[src/hw/bdsp_pkg.sv]
package bdsp_pkg;
  localparam int WORD_W = 17;
  localparam int DATA_W = 16;
  localparam int STAT_BIT = 16;
  localparam logic [4:0] BIT_COUNT = 5'h11;
  localparam logic [15:0] RESP_ALL_ONES = 16'hFFFF;
  localparam logic [15:0] RESP_NOT_READY = 16'h0000;
  localparam logic [15:0] RESP_BUS_ERR = 16'h0001;
  localparam logic [15:0] SRC_OPCODE_HI = 16'h0000;
  localparam logic [15:0] SRC_OPCODE_LO = 16'h0001;
  localparam logic [31:0] SRC_BREAKPOINT = 32'h00000000;
  localparam logic [31:0] PTR_RESET_FAULT = 32'h00000001;
  localparam int OP_MSB = 15;
  localparam int OP_LSB = 10;
  localparam int RW_BIT = 8;
  localparam int SZ_MSB = 7;
  localparam int SZ_LSB = 6;
  localparam int AD_BIT = 3;
  localparam int REG_MSB = 2;
  localparam logic [1:0] SIZE_BYTE = 2'h0;
  localparam logic [1:0] SIZE_WORD = 2'h1;
  localparam logic [1:0] SIZE_LONG = 2'h2;
  localparam logic [5:0] OPC_RESUME = 6'h03;
  localparam logic [5:0] OPC_CALL = 6'h02;
  localparam logic [5:0] OPC_READ_REG = 6'h08;
  localparam logic [5:0] OPC_WRITE_REG = 6'h09;
  localparam logic [5:0] OPC_NOP = 6'h00;
  localparam logic [2:0] SREG_RETURN = 3'h0;
  localparam logic [2:0] SREG_CURRENT = 3'h1;
  localparam logic [2:0] SREG_SCRATCH = 3'h2;
  localparam logic [2:0] SREG_FAULT = 3'h3;
  typedef enum logic [1:0] {
    BDSP_ENTRY_BREAKPOINT_REQUEST_N = 2'h0,
    BDSP_ENTRY_OPCODE = 2'h1,
    BDSP_ENTRY_DBLFLT = 2'h2
  } bdsp_entry_t;
endpackage

[src/hw/bdsp_word_if.sv]
interface bdsp_word_if;
  logic valid;
  logic ready;
  logic [15:0] data;
  modport src (output valid, output data, input ready);
  modport dst (input valid, input data, output ready);
endinterface

[src/hw/bdsp_buf2.sv]
module bdsp_buf2 (
  input wire logic i_core_clk,
  input wire logic i_srst,
  bdsp_word_if.dst in_w,
  bdsp_word_if.src out_w
);
  logic [15:0] mem_r [2];
  logic wp_r, rp_r;
  logic [1:0] cnt_r;
  logic push, pop;
  assign in_w.ready = (cnt_r != 2'h2);
  assign out_w.valid = (cnt_r != 2'h0);
  assign out_w.data = mem_r[rp_r];
  assign push = in_w.valid && in_w.ready;
  assign pop = out_w.valid && out_w.ready;
  always_ff @(posedge i_core_clk) begin
    if (push) begin
      mem_r[wp_r] <= in_w.data;
    end
  end
  always_ff @(posedge i_core_clk) begin
    if (i_srst) begin
      wp_r <= 1'b0;
      rp_r <= 1'b0;
      cnt_r <= 2'h0;
    end else begin
      if (push) wp_r <= ~wp_r;
      if (pop) rp_r <= ~rp_r;
      cnt_r <= cnt_r + {1'b0, push} - {1'b0, pop};
    end
  end
endmodule // bdsp_buf2

[src/hw/bdsp_port.sv]
module bdsp_port (
  // Clock and reset.
  input wire logic i_core_clk,
  input wire logic i_srst,
  // Shared pins.
  input wire logic i_breakpoint_request_n,
  input wire logic i_fetch_track_pin,
  output logic o_pipe_track_pin,
  output logic o_halted,
  // Core pipeline tracking when not halted.
  input wire logic i_pipe_track_core,
  // Entry events from the core.
  input wire logic i_entry_opcode,
  input wire logic i_double_fault,
  input wire logic i_fault_from_reset,
  input wire logic [15:0] i_special_status_word,
  input wire logic [31:0] i_last_instr_addr,
  // Bus cycle tracking.
  input wire logic i_bus_cycle,
  input wire logic [31:0] i_bus_addr,
  input wire logic i_bus_fault,
  // Command words to the core and their results.
  output logic o_cmd_valid,
  output logic [15:0] o_cmd_data,
  input wire logic i_cmd_ready,
  input wire logic i_res_valid,
  input wire logic [15:0] i_res_data,
  input wire logic i_res_bus_error,
  input wire logic i_res_illegal,
  input wire logic i_supervisor_bit,
  // Exit towards the fetch unit.
  output logic o_flush,
  output logic [31:0] o_fetch_addr,
  output logic o_fetch_supervisor,
  output logic o_odd_fetch_error,
  output logic o_debug_enabled,
  output logic [31:0] o_return_pointer
);
  logic clk_s1_r, clk_s2_r, clk_d_r, din_s1_r, din_s2_r, bk_s1_r, bk_s2_r;
  logic enabled_r, halted_r, was_rst_r, rise, rise_d_r, adv_r;
  logic [4:0] cnt_r;
  logic [16:0] rx_r, tx_r;
  logic [31:0] scratch_r, fault_r, ret_r, cur_r;
  logic [1:0] ext_need_r;
  logic [5:0] cur_op_r;
  logic [2:0] cur_reg_r;
  logic ext_hi_r, exit_r;
  bdsp_word_if rxw ();
  bdsp_word_if cmdw ();

  function automatic logic [1:0] ext_words(input logic [15:0] w);
    logic [5:0] op;
    op = w[bdsp_pkg::OP_MSB:bdsp_pkg::OP_LSB];
    if (op == bdsp_pkg::OPC_WRITE_REG) begin
      ext_words = 2'h2;
    end else begin
      ext_words = 2'h0;
    end
  endfunction

  // Pin inputs pass two flops; clock pin doubles as breakpoint request.
  always_ff @(posedge i_core_clk) begin
    clk_s1_r <= i_breakpoint_request_n;
    clk_s2_r <= clk_s1_r;
    din_s1_r <= i_fetch_track_pin;
    din_s2_r <= din_s1_r;
    clk_d_r <= clk_s2_r;
  end
  assign bk_s2_r = clk_s2_r;
  assign bk_s1_r = clk_s1_r;

  // Strap caught on the first clock after reset release.
  always_ff @(posedge i_core_clk) begin
    was_rst_r <= i_srst;
    if (was_rst_r && !i_srst) begin
      enabled_r <= ~clk_s2_r;
    end else if (i_srst) begin
      enabled_r <= 1'b0;
    end
  end
  assign o_debug_enabled = enabled_r;

  // The pin may still be held low as a breakpoint request when halt begins.
  // Its release must not count as a first serial edge, so the serial side
  // only arms once it has seen the clock high for two samples.
  logic serial_on_r;
  always_ff @(posedge i_core_clk) begin
    if (i_srst || !halted_r) begin
      serial_on_r <= 1'b0;
    end else if (clk_s2_r && clk_d_r) begin
      serial_on_r <= 1'b1;
    end
  end

  // Rising edge only counts while halted; idle high clock gives none.
  assign rise = halted_r && serial_on_r && clk_s2_r && !clk_d_r;

  // Halt control.
  logic breakpoint_request_n_hit;
  assign breakpoint_request_n_hit = enabled_r && !clk_s2_r && !halted_r && !was_rst_r;
  always_ff @(posedge i_core_clk) begin
    if (i_srst) begin
      halted_r <= 1'b0;
    end else if (exit_r) begin
      halted_r <= 1'b0;
    end else if (enabled_r && (breakpoint_request_n_hit || i_entry_opcode || i_double_fault)) begin
      halted_r <= 1'b1;
    end
  end
  assign o_halted = halted_r;

  // Entry source signature and current instruction pointer.
  always_ff @(posedge i_core_clk) begin
    if (i_srst) begin
      scratch_r <= 32'h00000000;
      cur_r <= 32'h00000000;
    end else if (!halted_r && enabled_r) begin
      if (i_double_fault) begin
        scratch_r <= {i_special_status_word, bdsp_pkg::RESP_ALL_ONES};
        cur_r <= i_fault_from_reset ? bdsp_pkg::PTR_RESET_FAULT : i_last_instr_addr;
      end else if (i_entry_opcode) begin
        scratch_r <= {bdsp_pkg::SRC_OPCODE_HI, bdsp_pkg::SRC_OPCODE_LO};
        cur_r <= i_last_instr_addr;
      end else if (breakpoint_request_n_hit) begin
        scratch_r <= bdsp_pkg::SRC_BREAKPOINT;
        cur_r <= i_last_instr_addr;
      end
    end
  end

  // Fault address follows bus cycles, so a fault leaves its own address.
  always_ff @(posedge i_core_clk) begin
    if (i_srst) begin
      fault_r <= 32'h00000000;
    end else if (i_bus_cycle || i_bus_fault) begin
      fault_r <= i_bus_addr;
    end
  end

  // Receive side: shift, count, latch one clock after the edge.
  always_ff @(posedge i_core_clk) begin
    if (i_srst || !halted_r) begin
      cnt_r <= bdsp_pkg::BIT_COUNT;
      rx_r <= 17'h00000;
      rise_d_r <= 1'b0;
    end else begin
      rise_d_r <= rise;
      if (rise) begin
        rx_r <= {rx_r[15:0], din_s2_r};
        cnt_r <= cnt_r - 5'h01;
      end else if (rise_d_r && cnt_r == 5'h00) begin
        cnt_r <= bdsp_pkg::BIT_COUNT;
      end
    end
  end
  logic word_done;
  assign word_done = rise_d_r && (cnt_r == 5'h00);
  assign rxw.valid = word_done;
  assign rxw.data = rx_r[15:0];

  // Buffer between the serial word latch and the core's command port.
  bdsp_buf2 u_buf (
    .i_core_clk(i_core_clk),
    .i_srst(i_srst || !halted_r),
    .in_w(rxw),
    .out_w(cmdw)
  );
  assign o_cmd_valid = cmdw.valid;
  assign o_cmd_data = cmdw.data;

  // Command assembly: track opcode and remaining extension words.
  logic take;
  assign take = cmdw.valid && cmdw.ready;
  always_ff @(posedge i_core_clk) begin
    if (i_srst || !halted_r) begin
      ext_need_r <= 2'h0;
      cur_op_r <= bdsp_pkg::OPC_NOP;
      cur_reg_r <= 3'h0;
      ext_hi_r <= 1'b0;
    end else if (take) begin
      if (ext_need_r == 2'h0) begin
        cur_op_r <= cmdw.data[bdsp_pkg::OP_MSB:bdsp_pkg::OP_LSB];
        cur_reg_r <= cmdw.data[bdsp_pkg::REG_MSB:0];
        ext_need_r <= ext_words(cmdw.data);
        ext_hi_r <= 1'b1;
      end else begin
        ext_need_r <= ext_need_r - 2'h1;
        ext_hi_r <= 1'b0;
      end
    end
  end
  assign cmdw.ready = i_cmd_ready;

  // Return pointer: written by the write-register command, most significant word first.
  always_ff @(posedge i_core_clk) begin
    if (i_srst) begin
      ret_r <= 32'h00000000;
    end else if (take && ext_need_r != 2'h0 && cur_op_r == bdsp_pkg::OPC_WRITE_REG
                 && cur_reg_r == bdsp_pkg::SREG_RETURN) begin
      if (ext_hi_r) begin
        ret_r[31:16] <= cmdw.data;
      end else begin
        ret_r[15:0] <= cmdw.data;
      end
    end else if (!halted_r && enabled_r && (i_entry_opcode || i_double_fault)) begin
      ret_r <= i_last_instr_addr;
    end
  end
  assign o_return_pointer = ret_r;

  // Exit on resume or call only, once the command word is taken.
  always_ff @(posedge i_core_clk) begin
    if (i_srst) begin
      exit_r <= 1'b0;
    end else begin
      exit_r <= take && ext_need_r == 2'h0 && halted_r
        && (cmdw.data[bdsp_pkg::OP_MSB:bdsp_pkg::OP_LSB] == bdsp_pkg::OPC_RESUME
        || cmdw.data[bdsp_pkg::OP_MSB:bdsp_pkg::OP_LSB] == bdsp_pkg::OPC_CALL);
    end
  end

  // Flush and first prefetch are issued in the same cycle that halted drops.
  always_ff @(posedge i_core_clk) begin
    if (i_srst) begin
      o_flush <= 1'b0;
      o_fetch_addr <= 32'h00000000;
      o_fetch_supervisor <= 1'b0;
      o_odd_fetch_error <= 1'b0;
    end else begin
      o_flush <= exit_r;
      o_fetch_addr <= ret_r;
      o_fetch_supervisor <= i_supervisor_bit;
      o_odd_fetch_error <= exit_r && ret_r[0];
    end
  end

  // Read of a context register: high word at once, low word after the next word.
  logic [31:0] rd_word;
  logic rd_take, rd_lo_pend_r, rd_lo_go_r;
  logic [15:0] rd_lo_r;
  always_comb begin
    case (cmdw.data[bdsp_pkg::REG_MSB:0])
      bdsp_pkg::SREG_RETURN: rd_word = ret_r;
      bdsp_pkg::SREG_CURRENT: rd_word = cur_r;
      bdsp_pkg::SREG_SCRATCH: rd_word = scratch_r;
      bdsp_pkg::SREG_FAULT: rd_word = fault_r;
      default: rd_word = 32'h00000000;
    endcase
  end
  assign rd_take = take && ext_need_r == 2'h0
    && cmdw.data[bdsp_pkg::OP_MSB:bdsp_pkg::OP_LSB] == bdsp_pkg::OPC_READ_REG;
  always_ff @(posedge i_core_clk) begin
    if (i_srst || !halted_r) begin
      rd_lo_r <= 16'h0000;
      rd_lo_pend_r <= 1'b0;
      rd_lo_go_r <= 1'b0;
    end else begin
      rd_lo_go_r <= word_done && rd_lo_pend_r;
      if (rd_take) begin
        rd_lo_r <= rd_word[15:0];
        rd_lo_pend_r <= 1'b1;
      end else if (rd_lo_go_r) begin
        rd_lo_pend_r <= 1'b0;
      end
    end
  end

  // Transmit register: shifts one core clock after the rising edge.
  always_ff @(posedge i_core_clk) begin
    if (i_srst || !halted_r) begin
      tx_r <= {1'b1, bdsp_pkg::RESP_NOT_READY};
      adv_r <= 1'b0;
    end else begin
      adv_r <= rise;
      if (word_done) begin
        tx_r <= {1'b1, bdsp_pkg::RESP_NOT_READY};
      end else if (rd_lo_go_r) begin
        tx_r <= {1'b0, rd_lo_r};
      end else if (rd_take) begin
        tx_r <= {1'b0, rd_word[31:16]};
      end else if (i_res_valid || i_res_bus_error || i_res_illegal) begin
        if (i_res_illegal) begin
          tx_r <= {1'b1, bdsp_pkg::RESP_ALL_ONES};
        end else if (i_res_bus_error) begin
          tx_r <= {1'b1, bdsp_pkg::RESP_BUS_ERR};
        end else begin
          tx_r <= {1'b0, i_res_data};
        end
      end else if (adv_r) begin
        tx_r <= {tx_r[15:0], 1'b0};
      end
    end
  end

  // Pipe pin carries serial out only while halted.
  assign o_pipe_track_pin = halted_r ? tx_r[bdsp_pkg::STAT_BIT] : i_pipe_track_core;

  // Read-back of context registers bypasses the core's result path; tx_r loads from rd_word.
  logic unused_ok;
  assign unused_ok = ^{bk_s1_r, bk_s2_r};

  count_ok_a: assert property (@(posedge i_core_clk) disable iff (i_srst)
    rise && halted_r && !word_done |=> cnt_r == $past(cnt_r) - 5'h01)
    else $error("bit counter did not step");
  nr_load_a: assert property (@(posedge i_core_clk) disable iff (i_srst)
    word_done && halted_r |=> tx_r == {1'b1, bdsp_pkg::RESP_NOT_READY})
    else $error("not ready not loaded");
  bus_err_a: assert property (@(posedge i_core_clk) disable iff (i_srst)
    halted_r && !word_done && i_res_bus_error && !i_res_illegal ##1 halted_r
    |-> tx_r == {1'b1, bdsp_pkg::RESP_BUS_ERR})
    else $error("bus error response wrong");
  halt_out_a: assert property (@(posedge i_core_clk) disable iff (i_srst)
    exit_r |=> !o_halted && o_flush)
    else $error("halted not dropped on exit");
  odd_err_a: assert property (@(posedge i_core_clk) disable iff (i_srst)
    exit_r && ret_r[0] |=> o_odd_fetch_error)
    else $error("odd return pointer not flagged");
  dso_mux_a: assert property (@(posedge i_core_clk) disable iff (i_srst)
    halted_r |-> o_pipe_track_pin == tx_r[16])
    else $error("serial out not on pipe pin");
  entry_sig_a: assert property (@(posedge i_core_clk) disable iff (i_srst)
    !halted_r && enabled_r && i_entry_opcode && !i_double_fault
    |=> scratch_r == 32'h00000001)
    else $error("opcode signature wrong");
  fault_addr_a: assert property (@(posedge i_core_clk) disable iff (i_srst)
    i_bus_fault |=> fault_r == $past(i_bus_addr))
    else $error("fault address not kept");
  reset_ptr_a: assert property (@(posedge i_core_clk) disable iff (i_srst)
    !halted_r && enabled_r && i_double_fault && i_fault_from_reset
    |=> cur_r == bdsp_pkg::PTR_RESET_FAULT)
    else $error("reset fault pointer wrong");
endmodule // bdsp_port

[config.mk]
export PLATFORM = sky130hd
export DESIGN_NAME = bdsp_port
export DESIGN_NICKNAME = d
export VERILOG_FILES = /design/src/hw/bdsp_pkg.sv /design/src/hw/bdsp_word_if.sv /design/src/hw/bdsp_buf2.sv /design/src/hw/bdsp_port.sv
export SDC_FILE = /design/constraint.sdc
export NUM_CORES = 1
export LEC_CHECK = 0
export BUFFER_PORTS_ARGS = -buffer_cell sky130_fd_sc_hd__buf_2
export CORE_MARGIN = 2
export CORE_UTILIZATION = 56
export DETAILED_ROUTE_END_ITERATION = 10
export MAX_ROUTING_LAYER = met4
export PLACE_DENSITY = 0.77
export SYNTH_ARGS = -nofsm -noshare
export SYNTH_HDL_FRONTEND = slang
export SYNTH_SLANG_ARGS = --single-unit
[constraint.sdc]
create_clock -name i_core_clk -period 3.34 [get_ports i_core_clk]
set_input_delay 0.334 -clock i_core_clk [delete_from_list [all_inputs] [get_ports i_core_clk]]
set_output_delay 0.334 -clock i_core_clk [all_outputs]
set_load 0.02 [all_outputs]
==> impl_metrics.csv <==
group,metric,value,unit
yosys,syn_inst,1181,
yosys,ys_seq_elements,265,
clock_tree,clk_latency,0.54,ns
finish,syn2layout_area_growth,17.6,%
floorplanning,core_area,19600,um^2
outcome,status,"completed",
hold_path,hold_path_class,"in -> reg",
finish,final_area,13200,um^2
finish,stdcell_count,1625,
placement,gp_congestion,0.945,
floorplanning,start_util,0.574,
grt,grt_use_total,0.305,
clock_tree,cts_setup_buffers,0,
grt,grt_use_met3,0.0426,
yosys,synth_top_cell_by_area,"dfxtp_1",
clock_tree,htreeDepth,1,
clock_tree,ctsLongestPathBuffers,3,
placement,place_inst,1571,
yosys,netlist_area,11200,um^2
clock_tree,holdBufCountCts,2,
power,max-vdd-ir-drop,420,uV
power,leakagePower,4.92,nW
yosys,syn_nets,1295,
timing,tightest_slew,0.994,ns
drt,post-route-drc-count,0,
yosys,ys_warn_count,0,
floorplanning,dieArea,21200,um^2
floorplanning,io_pins,198,
timing,maxClockFrequency,0.352,GHz
floorplanning,die_w,146,um
grt,grt_overflow,0,
timing,worst_clock_skew,0.0137,ns
yosys,ys.flop_type,"dfxtp_1",
drt,wire_per_inst,20.1,um
worst_setup_path,crit_arrival,2.51,ns
yosys,synth.area.top_cells,"dfxtp_1, edfxtp_1, mux2i_1, a21oi_1, nand2_1",
grt,grt_max_degree,79,
power,powerDensity,533,nW/um^2
yosys,ys_types,69,
timing,finalHoldViolations,0,
drt,num_vias,9713,
finish,fillCellCount,1606,
grt,grt_most_used_layer,"met2",
drt,ant_nets,0,
yosys,synth-edff-count,33,
grt,grt_pass1_vias,9036,
placement,dp_hpwl,22700,um
grt,met2_usage,0.475,
clock_tree,cts_resized,0,
clock_tree,cts_buffers,28,
timing,period_minus_slack,2.84,ns
clock_tree,clockRootBuffer,"clkbuf_16",
grt,grt_first_pass_wirelength,50100,um
grt,met1_usage,0.404,
grt,antenna_found_initial,0,
hold_path,hold_start,"i_supervisor_bit",
clock_tree,cts_sinks,265,
drt,drtIter0Drc,1047,
yosys,syn_avg_cell_area,9.52,um^2
clock_tree,clkTransAtPathRegs,0.06,ns
floorplanning,rows,51,
finish,drive_gt1_frac,0.243,
finish,antenna_cells,0,
clock_tree,cts_tree,"done",
worst_setup_path,crit_required,3.01,ns
drt,routed_wl,32700,um
timing,setup_viol,0,
worst_setup_path,max_stage_delay,0.63,ns
yosys,yosysSeqAreaShare,0.501,
worst_setup_path,crit_path_end_kind,"primary output",
worst_setup_path,start_kind,"flip-flop",
run,cap_violations,0,
timing,finalSetupTns,0,ns
worst_setup_path,worstPathMaxFanout,45,
placement,placed_area,12300,um^2
placement,port-buffer-count,197,
timing,hold_ws,0.0168,ns
drt,viasPerCell,5.98,
worst_setup_path,worst-r2r-setup-slack,0.65,ns
timing,slew_viol_final,0,
yosys,synth.top_cell.area_share,0.413,
drt,drt-pass1-iter-count,5,
timing,rsz0062_at_grt,"false",
finish,fin_nets,1452,
worst_setup_path,r2r_start,"cur_op_r[4]",
yosys,async_flop_share,0,
worst_setup_path,crit_slowest_cell,"dfxtp_1",
worst_setup_path,cp_cell_sequence,"buf_4 > mux2i_4 > buf_12 > inv_2 > buf_2",
timing,fin_crit_sh,0.851,
timing,relSlewSlack,0.335,
floorplanning,die_y,146,um
worst_setup_path,path_class,"reg -> out",
## cells by family after synthesis
family                   Yosys count  synth area share
AO/OA/AOI/OAI                    288             0.176
XOR/XNOR                           6           0.00467
adder cells (fa/ha/maj)            3           0.00334
buffers and inverters            130            0.0592
flip-flops                       265             0.501
multiplexers                      87            0.0853
AND/OR/NAND/NOR                  402             0.171
## stage by stage
stage / util / worst slack (ns) / total power, mW
floorplan: - / 0.912 / 3.74
global placement: 0.626 / 0.740 / 3.94
detailed placement: 0.626 / 0.681 / 3.95
CTS: 0.675 / 0.490 / 7.07
global route: 0.675 / 0.381 / 7.24
finish: 0.675 / 0.498 / 7.04
## critical path: cells and delay by family (launching register included)
family	cells	cell delay, ns
buf+inv	4	1.02
flops	1	0.63
mux	1	0.29
## path summary, 6_finish.rpt
check	end	depth (start not counted)
worst max-delay path	o_cmd_data[1]	5
worst min-delay path	o_fetch_supervisor	2
worst min register to register	bk_s2_r	0
worst max register to register	o_return_pointer[0]	7
## flip-flops by register name, summed over array words and instances (netlist names), 6 cells and up, named ones only
signal	count
cur_r	32
fault_r	32
o_fetch_addr	32
o_return_pointer	32
u_buf.mem_r	32
scratch_r	18
tx_r	17
rd_lo_r	16
rx_r	16
cur_op_r	6
## power breakdown
| part | switching (mW) | internal (mW) |
|---|---|---|
| registers | 0.0784 | 3.31 |
| logic | 0.312 | 0.190 |
| clock network | 1.25 | 1.90 |
## metal layers
metal,part of all wire,wire (um)
met3,0.088,2880
met1,0.41,13300
met4,0.046,1490
met2,0.46,15000
met5,0,0
## synth_stat cells, types with 7 or more instances
master / number
dfxtp_1: 232
nand2_1: 175
a21oi_1: 140
nand3_1: 90
mux2i_1: 72
clkbuf_1: 56
nor2_1: 51
nor2b_1: 35
edfxtp_1: 33
o221ai_1: 31
inv_1: 27
o21ai_0: 20
buf_2: 15
o2bb2ai_1: 15
a221oi_1: 14
buf_6: 13
o21bai_1: 12
a21oi_2: 10
buf_4: 10
o32ai_1: 10
a211oi_1: 9
mux2_2: 8
nand3b_1: 8
or2_2: 7
## cell type report
class                           count  area, um^2  area share
Inverter                           31         116     0.00880
Multi-Input combinational cell    786        4970       0.376
Sequential cell                   265        5640       0.426
Timing Repair Buffer              226        1220      0.0925
Clock buffer                       44         852      0.0644
Clock inverter                      8        92.6     0.00700
Tap cell                          265         332      0.0251
## cells in the final DEF, fill, tap and decap left out, types with 20 or more instances in the layout
master	n
inv_1	27
a21oi_1	139
buf_4	27
clkbuf_16	29
o21ai_0	20
dfxtp_1	232
nor2b_1	35
nand3_1	90
mux2i_1	71
buf_2	196
edfxtp_1	33
o221ai_1	31
nand2_1	175
nor2_1	50
(Power assumes the default switching activity.)
